**src/verilog/uchf_pkg.sv**
```systemverilog
// constants and types of the output under-current fault handler
`default_nettype none

package uchf_pkg;

    // ------------------------------------------------------------
    // command codes
    // ------------------------------------------------------------
    localparam logic [7:0]  CMD_OC_WARN_THRESH  = 8'h4A;
    localparam logic [7:0]  CMD_UC_FAULT_THRESH = 8'h4B;
    localparam logic [7:0]  CMD_UC_FAULT_ACTION = 8'h4C;

    // ------------------------------------------------------------
    // reset values
    // ------------------------------------------------------------
    localparam logic [15:0] OC_WARN_RST   = 16'h0000;
    localparam logic [15:0] UC_THRESH_RST = 16'h0000;
    localparam logic [7:0]  UC_ACTION_RST = 8'h00;

    // ------------------------------------------------------------
    // action byte fields
    // ------------------------------------------------------------
    localparam int RESP_MSB  = 7;
    localparam int RESP_LSB  = 6;
    localparam int RETRY_MSB = 5;
    localparam int RETRY_LSB = 3;
    localparam int TIME_MSB  = 2;
    localparam int TIME_LSB  = 0;

    localparam logic [1:0] RESP_IGNORE    = 2'h0;
    localparam logic [1:0] RESP_CONTINUE  = 2'h1;
    localparam logic [1:0] RESP_DIS_RETRY = 2'h2;
    localparam logic [1:0] RESP_DIS_OK    = 2'h3;
    localparam logic [2:0] RETRY_NONE     = 3'h0;
    localparam logic [2:0] RETRY_FOREVER  = 3'h7;

    // ------------------------------------------------------------
    // timing
    // ------------------------------------------------------------
    localparam real CLK_MHZ          = 100.0;
    localparam real CONT_UNIT_MS     = 10.0;
    localparam real RETRY_UNIT_MS    = 8.2;
    localparam int  CONT_UNIT_CYC    = int'(CONT_UNIT_MS * 1000.0 * CLK_MHZ);
    localparam int  RETRY_UNIT_CYC   = int'(RETRY_UNIT_MS * 1000.0 * CLK_MHZ);

    // ------------------------------------------------------------
    // types
    // ------------------------------------------------------------
    typedef struct packed {
        logic [1:0] resp;
        logic [2:0] retries;
        logic [2:0] units;
    } uchf_action_t;

    typedef struct packed {
        logic [7:0]  code;
        logic [15:0] data;
    } uchf_cmd_t;

    typedef enum logic [2:0] {
        ST_NORMAL,
        ST_CONT,
        ST_OFF_WAIT,
        ST_ATTEMPT,
        ST_LATCHED,
        ST_DIS_OK
    } uchf_state_t;

endpackage : uchf_pkg

`default_nettype wire
```
**src/verilog/uchf_handler.sv**
```systemverilog
// output under-current fault handler with limit registers
// ------------------------------------------------------------
// What this block does
// - holds a 16-bit linear-format over-current warning threshold at 0x4A.
// - holds a 16-bit linear-format under-current fault threshold at 0x4B.
// - an under-current fault sets the dedicated under-current status bit.
// - every response mode pulls the alert low and sets the status bit.
// - response 00 keeps the output running through the fault.
// - response 01 runs for the delay, then follows the retry setting if fault remains.
// - response 10 disables output at once, then follows the retry setting.
// - response 11 holds output off only while the fault persists.
// - retry setting 000 makes no restart; output stays off until cleared.
// - settings 001 to 110 allow one to six restarts, then latch off.
// - setting 111 retries without limit until output is commanded off.
// - restart attempts start one programmed interval apart.
// - continue delay uses 10 ms units, restart interval 8.2 ms units.
// - the time field is a direct count of zero to seven units.
// ------------------------------------------------------------
`default_nettype none

module uchf_handler
    import uchf_pkg::*;
#(
    parameter int unsigned CONT_UNIT_CYCLES  = CONT_UNIT_CYC,
    parameter int unsigned RETRY_UNIT_CYCLES = RETRY_UNIT_CYC
) (
    input  wire logic        clk_sys_i,
    input  wire logic        sys_rst_i,
    input  wire logic        cmd_wr_i,
    input  wire uchf_cmd_t   cmd_i,
    input  wire logic [7:0]  rd_code_i,
    output logic      [15:0] rd_data_o,
    input  wire logic        output_enable_i,
    input  wire logic        uc_fault_i,
    input  wire logic        clear_faults_i,
    output logic             output_on_o,
    output logic             alert_output_n_o,
    output logic             uc_status_o,
    output logic      [15:0] oc_warn_threshold_o,
    output logic      [15:0] uc_threshold_o
);

    localparam int UMAX = (CONT_UNIT_CYCLES > RETRY_UNIT_CYCLES) ?
                          CONT_UNIT_CYCLES : RETRY_UNIT_CYCLES;
    localparam int CW   = $clog2(UMAX + 1);

    // ------------------------------------------------------------
    // helpers
    // ------------------------------------------------------------
    function automatic logic on_state(input uchf_state_t s);
        on_state = (s == ST_NORMAL) || (s == ST_CONT) || (s == ST_ATTEMPT);
    endfunction : on_state

    // ------------------------------------------------------------
    // registers
    // ------------------------------------------------------------
    logic [15:0]  oc_warn_q;
    logic [15:0]  uc_thresh_q;
    logic [7:0]   action_q;
    logic [15:0]  rd_data_q;
    logic [15:0]  rd_data_d;
    uchf_action_t act;

    wire wr_warn   = cmd_wr_i && (cmd_i.code == CMD_OC_WARN_THRESH);
    wire wr_thresh = cmd_wr_i && (cmd_i.code == CMD_UC_FAULT_THRESH);
    wire wr_action = cmd_wr_i && (cmd_i.code == CMD_UC_FAULT_ACTION);

    assign act.resp    = action_q[RESP_MSB:RESP_LSB];
    assign act.retries = action_q[RETRY_MSB:RETRY_LSB];
    assign act.units   = action_q[TIME_MSB:TIME_LSB];

    always_comb begin
        if (rd_code_i == CMD_OC_WARN_THRESH) begin
            rd_data_d = oc_warn_q;
        end else if (rd_code_i == CMD_UC_FAULT_THRESH) begin
            rd_data_d = uc_thresh_q;
        end else if (rd_code_i == CMD_UC_FAULT_ACTION) begin
            rd_data_d = {8'h00, action_q};
        end else begin
            rd_data_d = 16'h0000;
        end
    end

    always_ff @(posedge clk_sys_i or posedge sys_rst_i) begin
        if (sys_rst_i) begin
            oc_warn_q   <= OC_WARN_RST;
            uc_thresh_q <= UC_THRESH_RST;
            action_q    <= UC_ACTION_RST;
            rd_data_q   <= 16'h0000;
        end else begin
            if (wr_warn) oc_warn_q <= cmd_i.data;
            if (wr_thresh) uc_thresh_q <= cmd_i.data;
            if (wr_action) action_q <= cmd_i.data[7:0];
            rd_data_q <= rd_data_d;
        end
    end

    assign rd_data_o           = rd_data_q;
    assign oc_warn_threshold_o = oc_warn_q;
    assign uc_threshold_o      = uc_thresh_q;

    // ------------------------------------------------------------
    // status and alert
    // ------------------------------------------------------------
    logic uc_status_q;
    logic fault_prev_q;
    wire  fault_rise = uc_fault_i && !fault_prev_q;

    always_ff @(posedge clk_sys_i or posedge sys_rst_i) begin
        if (sys_rst_i) begin
            uc_status_q  <= 1'b0;
            fault_prev_q <= 1'b0;
        end else begin
            // set wins over clear
            uc_status_q  <= uc_fault_i || (uc_status_q && !clear_faults_i);
            fault_prev_q <= uc_fault_i;
        end
    end

    assign uc_status_o      = uc_status_q;
    assign alert_output_n_o = !uc_status_q;

    // ------------------------------------------------------------
    // unit timer
    // ------------------------------------------------------------
    uchf_state_t state_q;
    uchf_state_t state_d;
    logic [CW-1:0] cyc_q;
    logic [2:0]    units_q;

    wire [CW-1:0] unit_last = (state_q == ST_CONT) ?
                              CW'(CONT_UNIT_CYCLES - 1) :
                              CW'(RETRY_UNIT_CYCLES - 1);
    wire timer_clr  = (state_d != state_q);
    wire timer_done = (units_q == act.units);
    wire unit_tick  = (cyc_q == unit_last);

    always_ff @(posedge clk_sys_i or posedge sys_rst_i) begin
        if (sys_rst_i) begin
            cyc_q   <= '0;
            units_q <= 3'h0;
        end else if (timer_clr) begin
            cyc_q   <= '0;
            units_q <= 3'h0;
        end else if (!timer_done) begin
            cyc_q   <= unit_tick ? '0 : cyc_q + CW'(1);
            units_q <= unit_tick ? units_q + 3'h1 : units_q;
        end
    end

    // ------------------------------------------------------------
    // response state machine
    // ------------------------------------------------------------
    logic [2:0] att_q;
    logic [2:0] att_d;

    wire uchf_state_t retry_entry = (act.retries == RETRY_NONE) ?
                                    ST_LATCHED : ST_OFF_WAIT;
    wire retries_spent = (act.retries != RETRY_FOREVER) &&
                         (att_q >= act.retries);

    always_comb begin
        state_d = state_q;
        att_d   = att_q;
        if (!output_enable_i) begin
            state_d = ST_NORMAL;
            att_d   = 3'h0;
        end else begin
            case (state_q)
                ST_NORMAL: begin
                    if (fault_rise) begin
                        case (act.resp)
                            RESP_CONTINUE:  state_d = ST_CONT;
                            RESP_DIS_RETRY: state_d = retry_entry;
                            RESP_DIS_OK:    state_d = ST_DIS_OK;
                            default:        state_d = ST_NORMAL;
                        endcase
                    end
                end
                ST_CONT: begin
                    if (timer_done) begin
                        state_d = uc_fault_i ? retry_entry : ST_NORMAL;
                    end
                end
                ST_OFF_WAIT: begin
                    if (timer_done) begin
                        state_d = ST_ATTEMPT;
                        att_d   = (att_q == 3'h7) ? att_q : att_q + 3'h1;
                    end
                end
                ST_ATTEMPT: begin
                    if (uc_fault_i) begin
                        state_d = retries_spent ? ST_LATCHED : ST_OFF_WAIT;
                    end else if (timer_done) begin
                        state_d = ST_NORMAL;
                        att_d   = 3'h0;
                    end
                end
                ST_LATCHED: begin
                    if (clear_faults_i) begin
                        state_d = ST_NORMAL;
                        att_d   = 3'h0;
                    end
                end
                ST_DIS_OK: begin
                    if (!uc_fault_i) state_d = ST_NORMAL;
                end
                default: begin
                    state_d = ST_NORMAL;
                end
            endcase
        end
    end

    logic output_on_q;

    always_ff @(posedge clk_sys_i or posedge sys_rst_i) begin
        if (sys_rst_i) begin
            state_q     <= ST_NORMAL;
            att_q       <= 3'h0;
            output_on_q <= 1'b0;
        end else begin
            state_q     <= state_d;
            att_q       <= att_d;
            output_on_q <= output_enable_i && on_state(state_d);
        end
    end

    assign output_on_o = output_on_q;
endmodule : uchf_handler

`default_nettype wire

```
**config.mk**
```make
export PLATFORM = sky130hd
export DESIGN_NAME = uchf_handler
export DESIGN_NICKNAME = d
export VERILOG_FILES = /design/src/verilog/uchf_pkg.sv /design/src/verilog/uchf_handler.sv
export SDC_FILE = /design/constraint.sdc
export NUM_CORES = 1
export LEC_CHECK = 0
export ABC_CLOCK_PERIOD_IN_PS = 3020
export BUFFER_PORTS_ARGS = -buffer_cell sky130_fd_sc_hd__clkbuf_2
export CORE_MARGIN = 10
export CORE_UTILIZATION = 55
export DETAILED_ROUTE_END_ITERATION = 7
export GPL_ROUTABILITY_DRIVEN = 1
export PLACE_DENSITY = 0.8
export SLEW_MARGIN = 20
export SYNTH_ARGS = -nofsm -noshare
export SYNTH_HDL_FRONTEND = slang
export SYNTH_SLANG_ARGS = --single-unit
```
**constraint.sdc**
```tcl
create_clock -name clk_sys_i -period 3.02 [get_ports clk_sys_i]
set_clock_uncertainty 0.05 [all_clocks]
set_input_delay 0.302 -clock clk_sys_i [delete_from_list [all_inputs] [get_ports clk_sys_i]]
set_output_delay 0.302 -clock clk_sys_i [all_outputs]
set_load 0.05 [all_outputs]
```
==> results by group, run 1 <==
Status
  – Outcome: finished, violations left
  – Failing checks: hold timing

Clock network
  – Root Buffer: clkbuf_8
  – Worst-skew pair later-pin latency: approximately 360 ps
  – Cts repair resizes: 0
  – CTS tree: yes
  – Longest Clk Path Bufs: 2
  – TritonCTS Buffers: 9
  – # clock sinks: 88
  – Post-CTS Setup Bufs: 0
  – Reg clk slew, reported paths: 100 ps
  – CTS Hold Bufs: 0
  – H-tree Lvls: 3

Yosys
  – Yosys warnings: 0
  – Synthesis-stage register bit count: ~90
  – Post-Syn Area per Cell: 10.4 sq um
  – Sequential share of the synthesized area: 51.7%
  – Syn Inst Count: 410
  – Syn Nets: 455
  – Yosys cell types: 55
  – Post-synth EDFFs: 0
  – Synth Flop Type: dfrtp_1
  – Synthesized area: 4260 sq um
  – Post-synthesis async set-or-reset flop share: 100%

Worst setup path
  – CP max FO: 10
  – CP startpoint: state_q[1]
  – WS Path Type: reg -> reg
  – Critical Path RT: 3210 ps
  – Startpoint types: register
  – R2R setup slack: roughly 340 ps
  – Setup crit end: cyc_q[19]
  – FF-to-FF path depth: 7
  – CP Data Arrival Time: 2880 ps
  – CP max stage delay: 540 ps
  – Cell-by-cell trace of the critical path: or3b_1 > or4_4 > a2111oi_4 > buf_4 > o21ai_2 > a21oi_1 > nor2_1
  – CP Capture Type: register
  – Slowest cell on crit path: a2111oi_4
  – R2r endpoint: cyc_q[19]
  – Reg2Reg Launch Point: state_q[1]

Timing
  – Final Hold Slack: -21.1 ps
  – Crit share post-route: around 89%
  – Max Clk Rate: ~370 MHz
  – Slew Viols, Final: 0
  – Slew @ Worst Pin: 763 ps
  – RSZ-0062 raised after global routing: false
  – TNS Setup: 0 ps
  – Period minus WS final: ~2700 ps
  – Setup violation total in the final timing report: 0
  – Slew margin rel.: 49.1%
  – Fin. Hold Viols: between 40 and 50

Finish
  – Final #Nets: approximately 550
  – Layout area overhead: 18.9%
  – Post-route insts no fill: 607
  – Final instance area: 5060 sq um
  – Final core occ: 66.2%
  – N_diodes: 0
  – Layout cells sized above 1: 31.3%

Die
  – Core Area: 7650 sq um
  – Num rows: 32
  – Die Ht: between 100 and 150 um
  – Die width: 108 um
  – Top Ports: 89
  – DIE AREA: about 12000 sq um
  – Initial Utilization: 55.7%

Place
  – DP HPWL: 7.57 mm
  – Routability cong.: slightly above 0.9
  – Area post-placement: 4860 sq um
  – DP Cell Count: 591
  – Number of port buffers: between 80 and 90

Routing
  – Number of nets with antenna violations after routing: 0
  – DR iter-0 viols: 142
  – Via/cell ratio: 5.77
  – Length of the first detailed-routing pass in iterations: 5
  – Vias: between 3000 and 4000
  – Routed WL: between 10 and 15 mm
  – Remaining DRCs: 0
  – Post-DR wirelength/cell: 17.4 um

GRT
  – Antenna violations before repair: 0
  – All-layer global routing usage: around a fifth
  – Largest net degree at the start of global routing: 47
  – Vias in the first global route: ~3600
  – Total grt overflow: 0
  – First-pass GRT wire length: 17.8 mm

Worst hold path
  – Hold Path Class: in -> async

Power and ir drop
  – P_leak: 2.54 nW
  – Maximum VDD drop: around 300 uV
  – PwrDens: 537 nW/um^2

Run
  – Max_cap viols: 0
-- kinds of logic after synthesis --
logic type | share of synthesized area, %
AND/OR/NAND/NOR | 19.6
flip-flops | 51.7
AO/OA/AOI/OAI | 10.7
multiplexers | 10.3
buffers and inverters | 3.11
XOR/XNOR | 2.47
adder cells (fa/ha/maj) | 2.06
-- through the flow --
stage	total power (W)	worst slack, ps
after detailed placement	0.00188	348
after floorplan	0.00172	389
final	0.00272	337
after global placement	0.00185	430
after global routing	0.00284	201
after CTS	0.00273	347
-- synth_stat cells, drive strengths merged (5+ instances only) --
library cell  number  area, sq um
xor2               8         70.1
nor4b              6         65.1
nor2b              6         37.5
buf                5         31.3
nand2             26         97.6
ha                 7         87.6
nand2b             5         31.3
nand3b             5         37.5
nand3             17         85.1
mux2i              8         80.1
dfrtp             88         2200
nand4              8         50.1
nor2              51          191
inv               13         48.8
and3               5         31.3
mux2              32          360
o21ai             16         83.8
nor3              10         50.1
clkbuf            14         52.6
a21oi             31          155
-- registers in the layout, indices dropped and copies added (netlist names) --
signal,flops
cyc_q,20
state_q,3
act,8
fault_prev_q,1
oc_warn_threshold_o,16
att_q,3
uc_threshold_o,16
rd_data_o,16
uc_status_o,1
output_on_o,1
units_q,3
-- area by class of cell --
class	count	area (sq um)
clock inverter	7	83.8
clock buffer	9	124
tap	102	128
multi-input combinational	290	1950
inverter	13	50.0
timing repair buffer	98	528
fill	592	2580
sequential	88	2200
-- critical path, delay by kind of cell (launching register included) --
kind / cells / cell delay, ps
AND/OR/NAND/NOR: 3 / 1000
buffers and inverters: 1 / 260
AO/OA/AOI/OAI: 3 / 790
flip-flops: 1 / 480
-- routing by layer --
| layer | vias to the layer above | share of wire, % | track usage, % |
|---|---|---|---|
| li1 | 1635 | - | - |
| met1 | 1721 | 42 | 23.3 |
| met2 | 131 | 48 | 30.0 |
| met3 | 15 | 8.5 | 5.83 |
| met4 | 0 | 1.5 | 6.11 |
| met5 | - | 0 | 0 |
-- report_power, final --
| group | leakage (nW) | switching (W) | internal (W) |
|---|---|---|---|
| Sequential | 1.16 | 0.000109 | 0.00127 |
| Clock | 0.103 | 0.000464 | 0.000399 |
| Combinational | 1.28 | 0.000314 | 0.000160 |
| Total | 2.54 | 0.000888 | 0.00183 |
-- layout by cell type (no fill, tap or decap), types with 3 or more instances in the layout --
cell type  count
xor2_1         8
nand3b_1       5
clkbuf_2      88
a31oi_1        4
a21boi_0       4
nor3_1        10
nand2_1       26
o21ai_1        3
nor2b_1        6
buf_4          9
nand2b_1       5
inv_6          3
xnor2_1        4
nand3_1       17
inv_1         12
and3_1         5
nor2_1        51
o21ai_0       12
ha_1           7
mux2_2        32
nand4_1        8
nor4b_1        4
mux2i_1        8
dfrtp_1       88
clkbuf_8       9
a21oi_1       31
-- worst min path at each step --
| stage | start | end | slack, ps | cells after the start |
|---|---|---|---|---|
| final | sys_rst_i | cyc_q[11] | -20 | 2 |
| after global routing | sys_rst_i | rd_data_o[14] | 20 | 2 |
| after CTS | sys_rst_i | rd_data_o[12] | 3 | 2 |
| after detailed placement | sys_rst_i | rd_data_o[12] | 390 | 2 |
| after global placement | sys_rst_i | rd_data_o[12] | 380 | 2 |
| after floorplan | uc_fault_i | fault_prev_q | 280 | 0 |
No activity file was read; power rests on OpenSTA's default activity.
==> run 2, diff against run 1 <==
ABC_AREA = 1   (was default)
CORE_UTILIZATION = 56   (was 55)
==> results by group, run 2 <==
Place
  – DP HPWL: 8.71 mm (+15%)
  – Routability cong.: 0.936 (+1.3%)
  – Number of port buffers: 88 (unchanged)

Power and ir drop
  – Combinational power share: 27.5% (+10 points)
  – Clk network pwr share: 26.4% (-5.3 points)
  – Register share of total power: 46.1% (-4.8 points)
  – P_leak: 2.95 nW (+16%)
  – Internal power: 0.00181 W (-1.3%)
  – PwrDens: 526 nW/um^2 (-2.0%)
  – Switch share: 37.8% (+5.2 points)
  – Maximum VDD drop: 428 uV (+40%)
  – NetSw: 0.00110 W (+24%)

Routing
  – Post-DR wirelength/cell: 14.8 um (-15%)
  – Remaining DRCs: 0 (unchanged)
  – Vias: 4234 (+21%)
  – Length of the first detailed-routing pass in iterations: 5 (unchanged)
  – Via/cell ratio: 5.33 (-7.7%)
  – Number of nets with antenna violations after routing: 0 (unchanged)
  – DR iter-0 viols: 321 (+130%)
  – Routed WL: 11.8 mm (+12%)

Finish
  – Layout cells sized above 1: 21.3% (-10 points)
  – Most frequent cells in the layout: nand2_1 (173), dfrtp_1 (88), clkbuf_2 (88)
  – Number of flip-flops in the largest register: 20 (unchanged)
  – Sequential cell area: 2200 sq um (unchanged)
  – Final #Nets: 730 (+34%)
  – Layout area overhead: 14.6%
  – Most common cell after layout, fill and taps aside: nand2_1
  – # fillers: 705 (+19%)
  – Largest Register: cyc_q
  – N_diodes: 0 (unchanged)
  – Multi-input logic area: 2250 sq um (+15%)

Clock network
  – TritonCTS Buffers: 9 (unchanged)
  – Longest Clk Path Bufs: 2 (unchanged)
  – Root Buffer: clkbuf_8
  – Worst-skew pair later-pin latency: 370 ps (about the same)
  – H-tree Lvls: 3 (unchanged)
  – Post-CTS Setup Bufs: 0 (unchanged)
  – CTS Hold Bufs: 1 (+1)
  – CTS tree: yes
  – Reg clk slew, reported paths: 100 ps (about the same)
  – # clock sinks: 88 (unchanged)
  – Cts repair resizes: 0 (unchanged)

Worst setup path
  – WS Path Type: reg -> reg
  – Startpoint types: register
  – CP max FO: 24 (+14)
  – CP Capture Type: register
  – R2R setup slack: 550 ps (+220 ps)
  – CP Data Arrival Time: 2710 ps (-170 ps)
  – Critical Path RT: 3270 ps (+60 ps)

GRT
  – Vias in the first global route: 4198 (+15%)
  – All-layer global routing usage: 18.6% (about the same)
  – Largest net degree at the start of global routing: 51 (+8.5%)
  – Top Usage Layer GRT: met2
  – Met3 Resource Use GR: 4.60% (-1.2 points)
  – Met2 usage in global routing: 31.6% (+1.6 points)
  – Antenna violations before repair: 0 (unchanged)
  – Total grt overflow: 0 (unchanged)
  – Met1 GRT Util: 22.8% (-0.52 points)
  – First-pass GRT wire length: 20.0 mm (+12%)

Timing
  – Final Hold Slack: 101 ps (+122 ps)
  – Period minus WS final: 2470 ps (-218 ps)
  – RSZ-0062 raised after global routing: false
  – Fin. Hold Viols: 0 (-100%)
  – Slew Viols, Final: 0 (unchanged)
  – Slew margin rel.: 54.3% (+5.2 points)
  – Slew @ Worst Pin: 685 ps (-77.5 ps)
  – TNS Setup: 0 ps (unchanged)
  – Crit share post-route: 81.6% (-7.2 points)
  – Max Clk Rate: 406 MHz (+8.8%)
  – Setup violation total in the final timing report: 0 (unchanged)

Yosys
  – Yosys top cell by area: dfrtp_1
  – Sequential share of the synthesized area: 45.6% (-6.1 points)
  – Yosys cell types: 41 (-25%)
  – Synthesized area: 4820 sq um (+13%)
  – Synth cell count leaders: nand2_1 (173), dfrtp_1 (88), inv_1 (69), o21ai_0 (48), nor2_1 (42)
  – Post-Syn Area per Cell: 8.07 sq um (-22%)
  – Yosys warnings: 0 (unchanged)
  – Synth Flop Type: dfrtp_1
  – Top-area cell type share of the netlist area: 45.6% (-6.1 points)
  – Most area-consuming cells after synthesis: dfrtp_1 (46%), nand2_1 (13%), inv_1 (5.4%)
  – Synthesis-stage register bit count: 88 (unchanged)
  – Syn Inst Count: 598 (+46%)
  – Post-synth EDFFs: 0 (unchanged)
  – Syn Nets: 643 (+41%)
  – Post-synthesis async set-or-reset flop share: 100% (unchanged)
  – Most frequent cell after synthesis: nand2_1

Die
  – Die Ht: 113 um (+4.5%)
  – Die width: 113 um (+4.5%)
  – Core Area: 8300 sq um (+8.5%)
  – Top Ports: 89 (unchanged)
  – Num rows: 33 (+3.1%)
  – Initial Utilization: 58.1% (+2.4 points)
  – DIE AREA: 12700 sq um (+9.1%)

Status
  – Outcome: finished, final reports clean

Run
  – Max_cap viols: 0 (unchanged)

Worst hold path
  – Hold Path Class: in -> reg
## run 2: changes by cell type after synthesis, sizes merged, moves of 8 or more
| cell | previous run | this run |
|---|---|---|
| mux2 | 32 | 0 |
| mux2i | 8 | 0 |
| a21oi | 31 | 8 |
| nand2 | 26 | 193 |
| inv | 13 | 72 |
| o21ai | 16 | 49 |
| nand3 | 17 | 37 |
| a22o | 0 | 8 |
| nand3b | 5 | 20 |
## run 2: final cells by class
cell class	count	share of cell area (%)
inverters	72	5.00
multi-input cells	421	40.6
clock buffers	10	2.31
clock inverters	6	0.928
flip-flops and latches	88	39.8
repair buffers	93	8.92
well taps	105	2.38
## run 2: worst paths after layout
check / endpoint / from / depth (start not counted)
worst max-delay path: cyc_q[6] / units_q[1] / 11
worst min-delay path: uc_status_o / clear_faults_i / 2
worst max register to register: cyc_q[6] / units_q[1] / 11
worst min register to register: oc_warn_threshold_o[1] / oc_warn_threshold_o[1] / 2
max in group asynchronous: oc_warn_threshold_o[5] / sys_rst_i / 4
min in group asynchronous: units_q[1] / sys_rst_i / 3
## run 2: per-layer routing
metal  part of all wire, %  vias up
met5                     0        -
met4                   1.8        0
met3                   5.4       21
met2                    50      133
met1                    43     1969
li1                      -     2111
## run 2: cell families after synthesis
family	Yosys count	share of synthesized area, %
buffers and inverters	89	7.78
adder cells (fa/ha/maj)	7	1.82
flip-flops	88	45.6
AND/OR/NAND/NOR	319	31.9
AO/OA/AOI/OAI	80	9.98
XOR/XNOR	15	2.88
## run 2: worst max-delay path, stage by stage, from the launching register on
cell and delay, ps:
dfrtp_1 460, xnor2_2 270, nand3_4 310, nand2_1 200, nand3_2 120, nand3_1 110
nand2_2 90, nor2_8 170, nand2_8 100, nor2_8 310, nand2_1 110, nand2_1 80
## run 2: power groups by stage
stage	Clock [W]	Combinational, W	Sequential (W)
floorplan	0	0.000623	0.00142
global route	0.000825	0.000899	0.00135
finish	0.000769	0.000799	0.00134
detailed placement	0	0.000805	0.00136
CTS	0.000785	0.000810	0.00134
global placement	0	0.000773	0.00136
## run 2: per-stage QoR
stage	utilization (%)	std cells	worst slack, ps	instance area, sq um	total power [W]
after floorplan	-	598	389	4820	0.00204
after global placement	64.3	778	722	5340	0.00213
after detailed placement	64.3	778	602	5340	0.00217
after CTS	66.6	795	554	5530	0.00293
after global routing	66.6	795	298	5530	0.00308
final	66.6	795	555	5530	0.00291
==> run 3, diff against run 2 <==
ABC_CLOCK_PERIOD_IN_PS = 2100   (was 3020)
CORE_UTILIZATION = 51   (was 56)
PLACE_DENSITY = 0.77   (was 0.8)
clock period = 2.1 ns   (was 3.02 ns; I/O delays follow)
==> results by group, run 3 (synthesis gave the netlist of run 2 again) <==
Status
  – Outcome: finished, violations left
  – Failing checks: setup timing

Worst hold path
  – Hold Path Class: in -> reg
  – Hold depth: 3 (+1)

GRT
  – Largest net degree at the start of global routing: 34 (-33%)
  – Antenna violations before repair: 0 (unchanged)
  – Vias in the first global route: 4455 (+6.1%)
  – All-layer global routing usage: 19.5% (+0.82 points)
  – First-pass GRT wire length: 21.3 mm (+6.8%)
  – Total grt overflow: 0 (unchanged)

Die
  – DIE AREA: 13700 sq um (+8.0%)
  – Num rows: 35 (+6.1%)
  – Die width: 117 um (+3.9%)
  – Core Area: 9240 sq um (+11%)
  – Die Ht: 117 um (+3.9%)
  – Initial Utilization: 52.2% (-5.9 points)
  – Top Ports: 89 (unchanged)

Power and ir drop
  – Maximum VDD drop: 457 uV (+6.8%)
  – P_leak: 3.16 nW (+7.3%)
  – PwrDens: 771 nW/um^2 (+46%)

Worst setup path
  – CP max FO: 5 (-79%)
  – FF-to-FF path depth: 18 (+7)
  – CP Data Arrival Time: 2390 ps (-320 ps)
  – Critical Path RT: 2370 ps (-900 ps)
  – CP Capture Type: register
  – WS Path Type: reg -> reg
  – Startpoint types: register

Place
  – Placement Setup Slack: 33.4 ps (-569 ps)
  – DP Cell Count: 826 (+6.2%)
  – Number of port buffers: 88 (unchanged)
  – DP HPWL: 9.40 mm (+8.0%)
  – Routability cong.: 0.947 (+1.1%)

Finish
  – Most common cell after layout, fill and taps aside: nand2_1
  – Final #Nets: 766 (+4.9%)
  – Largest Register: cyc_q
  – Layout area overhead: 24.2%
  – Post-route insts no fill: 855 (+7.5%)
  – Final core occ: 64.9% (-1.7 points)
  – Most frequent cells in the layout: nand2_1 (163), clkbuf_2 (88), dfrtp_1 (82)
  – Layout cells sized above 1: 28.8% (+7.5 points)
  – N_diodes: 0 (unchanged)
  – Number of flip-flops in the largest register: 20 (unchanged)

Run
  – Max_cap viols: 0 (unchanged)

Clock network
  – Reg clk slew, reported paths: 100 ps (about the same)
  – H-tree Lvls: 3 (unchanged)
  – CTS tree: yes
  – TritonCTS Buffers: 9 (unchanged)
  – # clock sinks: 88 (unchanged)
  – Root Buffer: clkbuf_8
  – Longest Clk Path Bufs: 2 (unchanged)
  – Worst-skew pair later-pin latency: 370 ps (about the same)

Routing
  – Number of nets with antenna violations after routing: 0 (unchanged)
  – Length of the first detailed-routing pass in iterations: 4 (-1)
  – Post-DR wirelength/cell: 15.1 um (+1.9%)
  – Remaining DRCs: 0 (unchanged)
  – DR iter-0 viols: 274 (-15%)
  – Vias: 4469 (+5.6%)
  – Via/cell ratio: 5.23 (-1.9%)
  – Routed WL: 12.9 mm (+9.6%)

Timing
  – Max Clk Rate: 470 MHz (+16%)
  – Slew margin rel.: 49.5% (-4.8 points)
  – Slew Viols, Final: 0 (unchanged)
  – Fin. Hold Viols: 0 (unchanged)
  – Period minus WS final: 2130 ps (-340 ps)
  – RSZ-0062 raised after global routing: true
  – Worst setup margin: -25.5 ps (-580 ps)
  – Crit share post-route: 101% (+20 points)
  – Setup violation total in the final timing report: 12 (+12)
  – Slew @ Worst Pin: 756 ps (+71.3 ps)
run 3: changes by cell type in the layout (fill, tap and decap cells not counted), moves of 4 or more:
cell and delta:
buf_4 +30, nand2_1 -10, inv_2 +4, nand2_2 +7, dfrtp_2 +6, dfrtp_1 -6, inv_1 -4
run 3: stage by stage:
stage / area (sq um) / total power (W) / setup TNS (ps) / hold slack, ps
5_1_grt: 5990 / 0.00489 / -2930 / 32.4
3_5_place_dp: 5590 / 0.00334 / 0 / 325
4_1_cts: 5820 / 0.00452 / 0 / 11.3
6_report: 5990 / 0.00462 / -164 / 21.0
2_1_floorplan: 4830 / 0.00294 / 0 / 191
3_3_place_gp: 5590 / 0.00329 / 0 / 303
run 3: critical path, stage by stage (launching register included):
cell and delay [ps]:
dfrtp_1 440, ha_4 280, nand2_1 40, inv_1 40, nand2_1 60, nand2_2 70
nand3_2 50, nand2_1 70, inv_1 30, nand2_1 60, nand3_2 90, nand2_2 90
nand2_2 70, nand2_4 90, nand2_8 80, nor2_8 180, clkbuf_16 180, nand2_2 40
nand2_1 60
run 3: final cells by class:
class | instances | area (sq um)
repair buffers | 129 | 823
clock inverters | 7 | 65.1
clock buffers | 9 | 124
well taps | 129 | 161
flip-flops and latches | 88 | 2210
fillers | 767 | 3250
inverters | 72 | 279
multi-input cells | 421 | 2330
run 3: repair_timing:
action                     4_1_cts  5_1_grt
resized for setup                0       30
hold buffers                     3        0
pin swaps                        1       16
gates cloned                     0        1
setup endpoints to repair        5       24
buffers inserted                 2        7
hold endpoints to repair        32        0
run 3: where the power goes:
part	switching (W)	internal [W]
registers	0.000129	0.00181
logic	0.000924	0.000585
clock network	0.000711	0.000464
total	0.00176	0.00286
run 3: final timing paths:
path | slack [ps] | from | end
worst max register to register | -30 | att_q[2] | cyc_q[11]
worst min register to register | 470 | oc_warn_threshold_o[2] | oc_warn_threshold_o[2]
max in group asynchronous | 950 | sys_rst_i | act[1]
worst max-delay path | -30 | att_q[2] | cyc_q[11]
worst min-delay path | 20 | cmd_i[12] | oc_warn_threshold_o[12]
min in group asynchronous | 450 | sys_rst_i | oc_warn_threshold_o[9]
run 3: metal layers:
metal	up-vias	GRT usage [%]	routed length, um
met1	2136	23.7	5310
met5	-	0	0
met3	24	3.47	679
li1	2186	-	-
met4	0	8.07	302
met2	123	33.3	6610
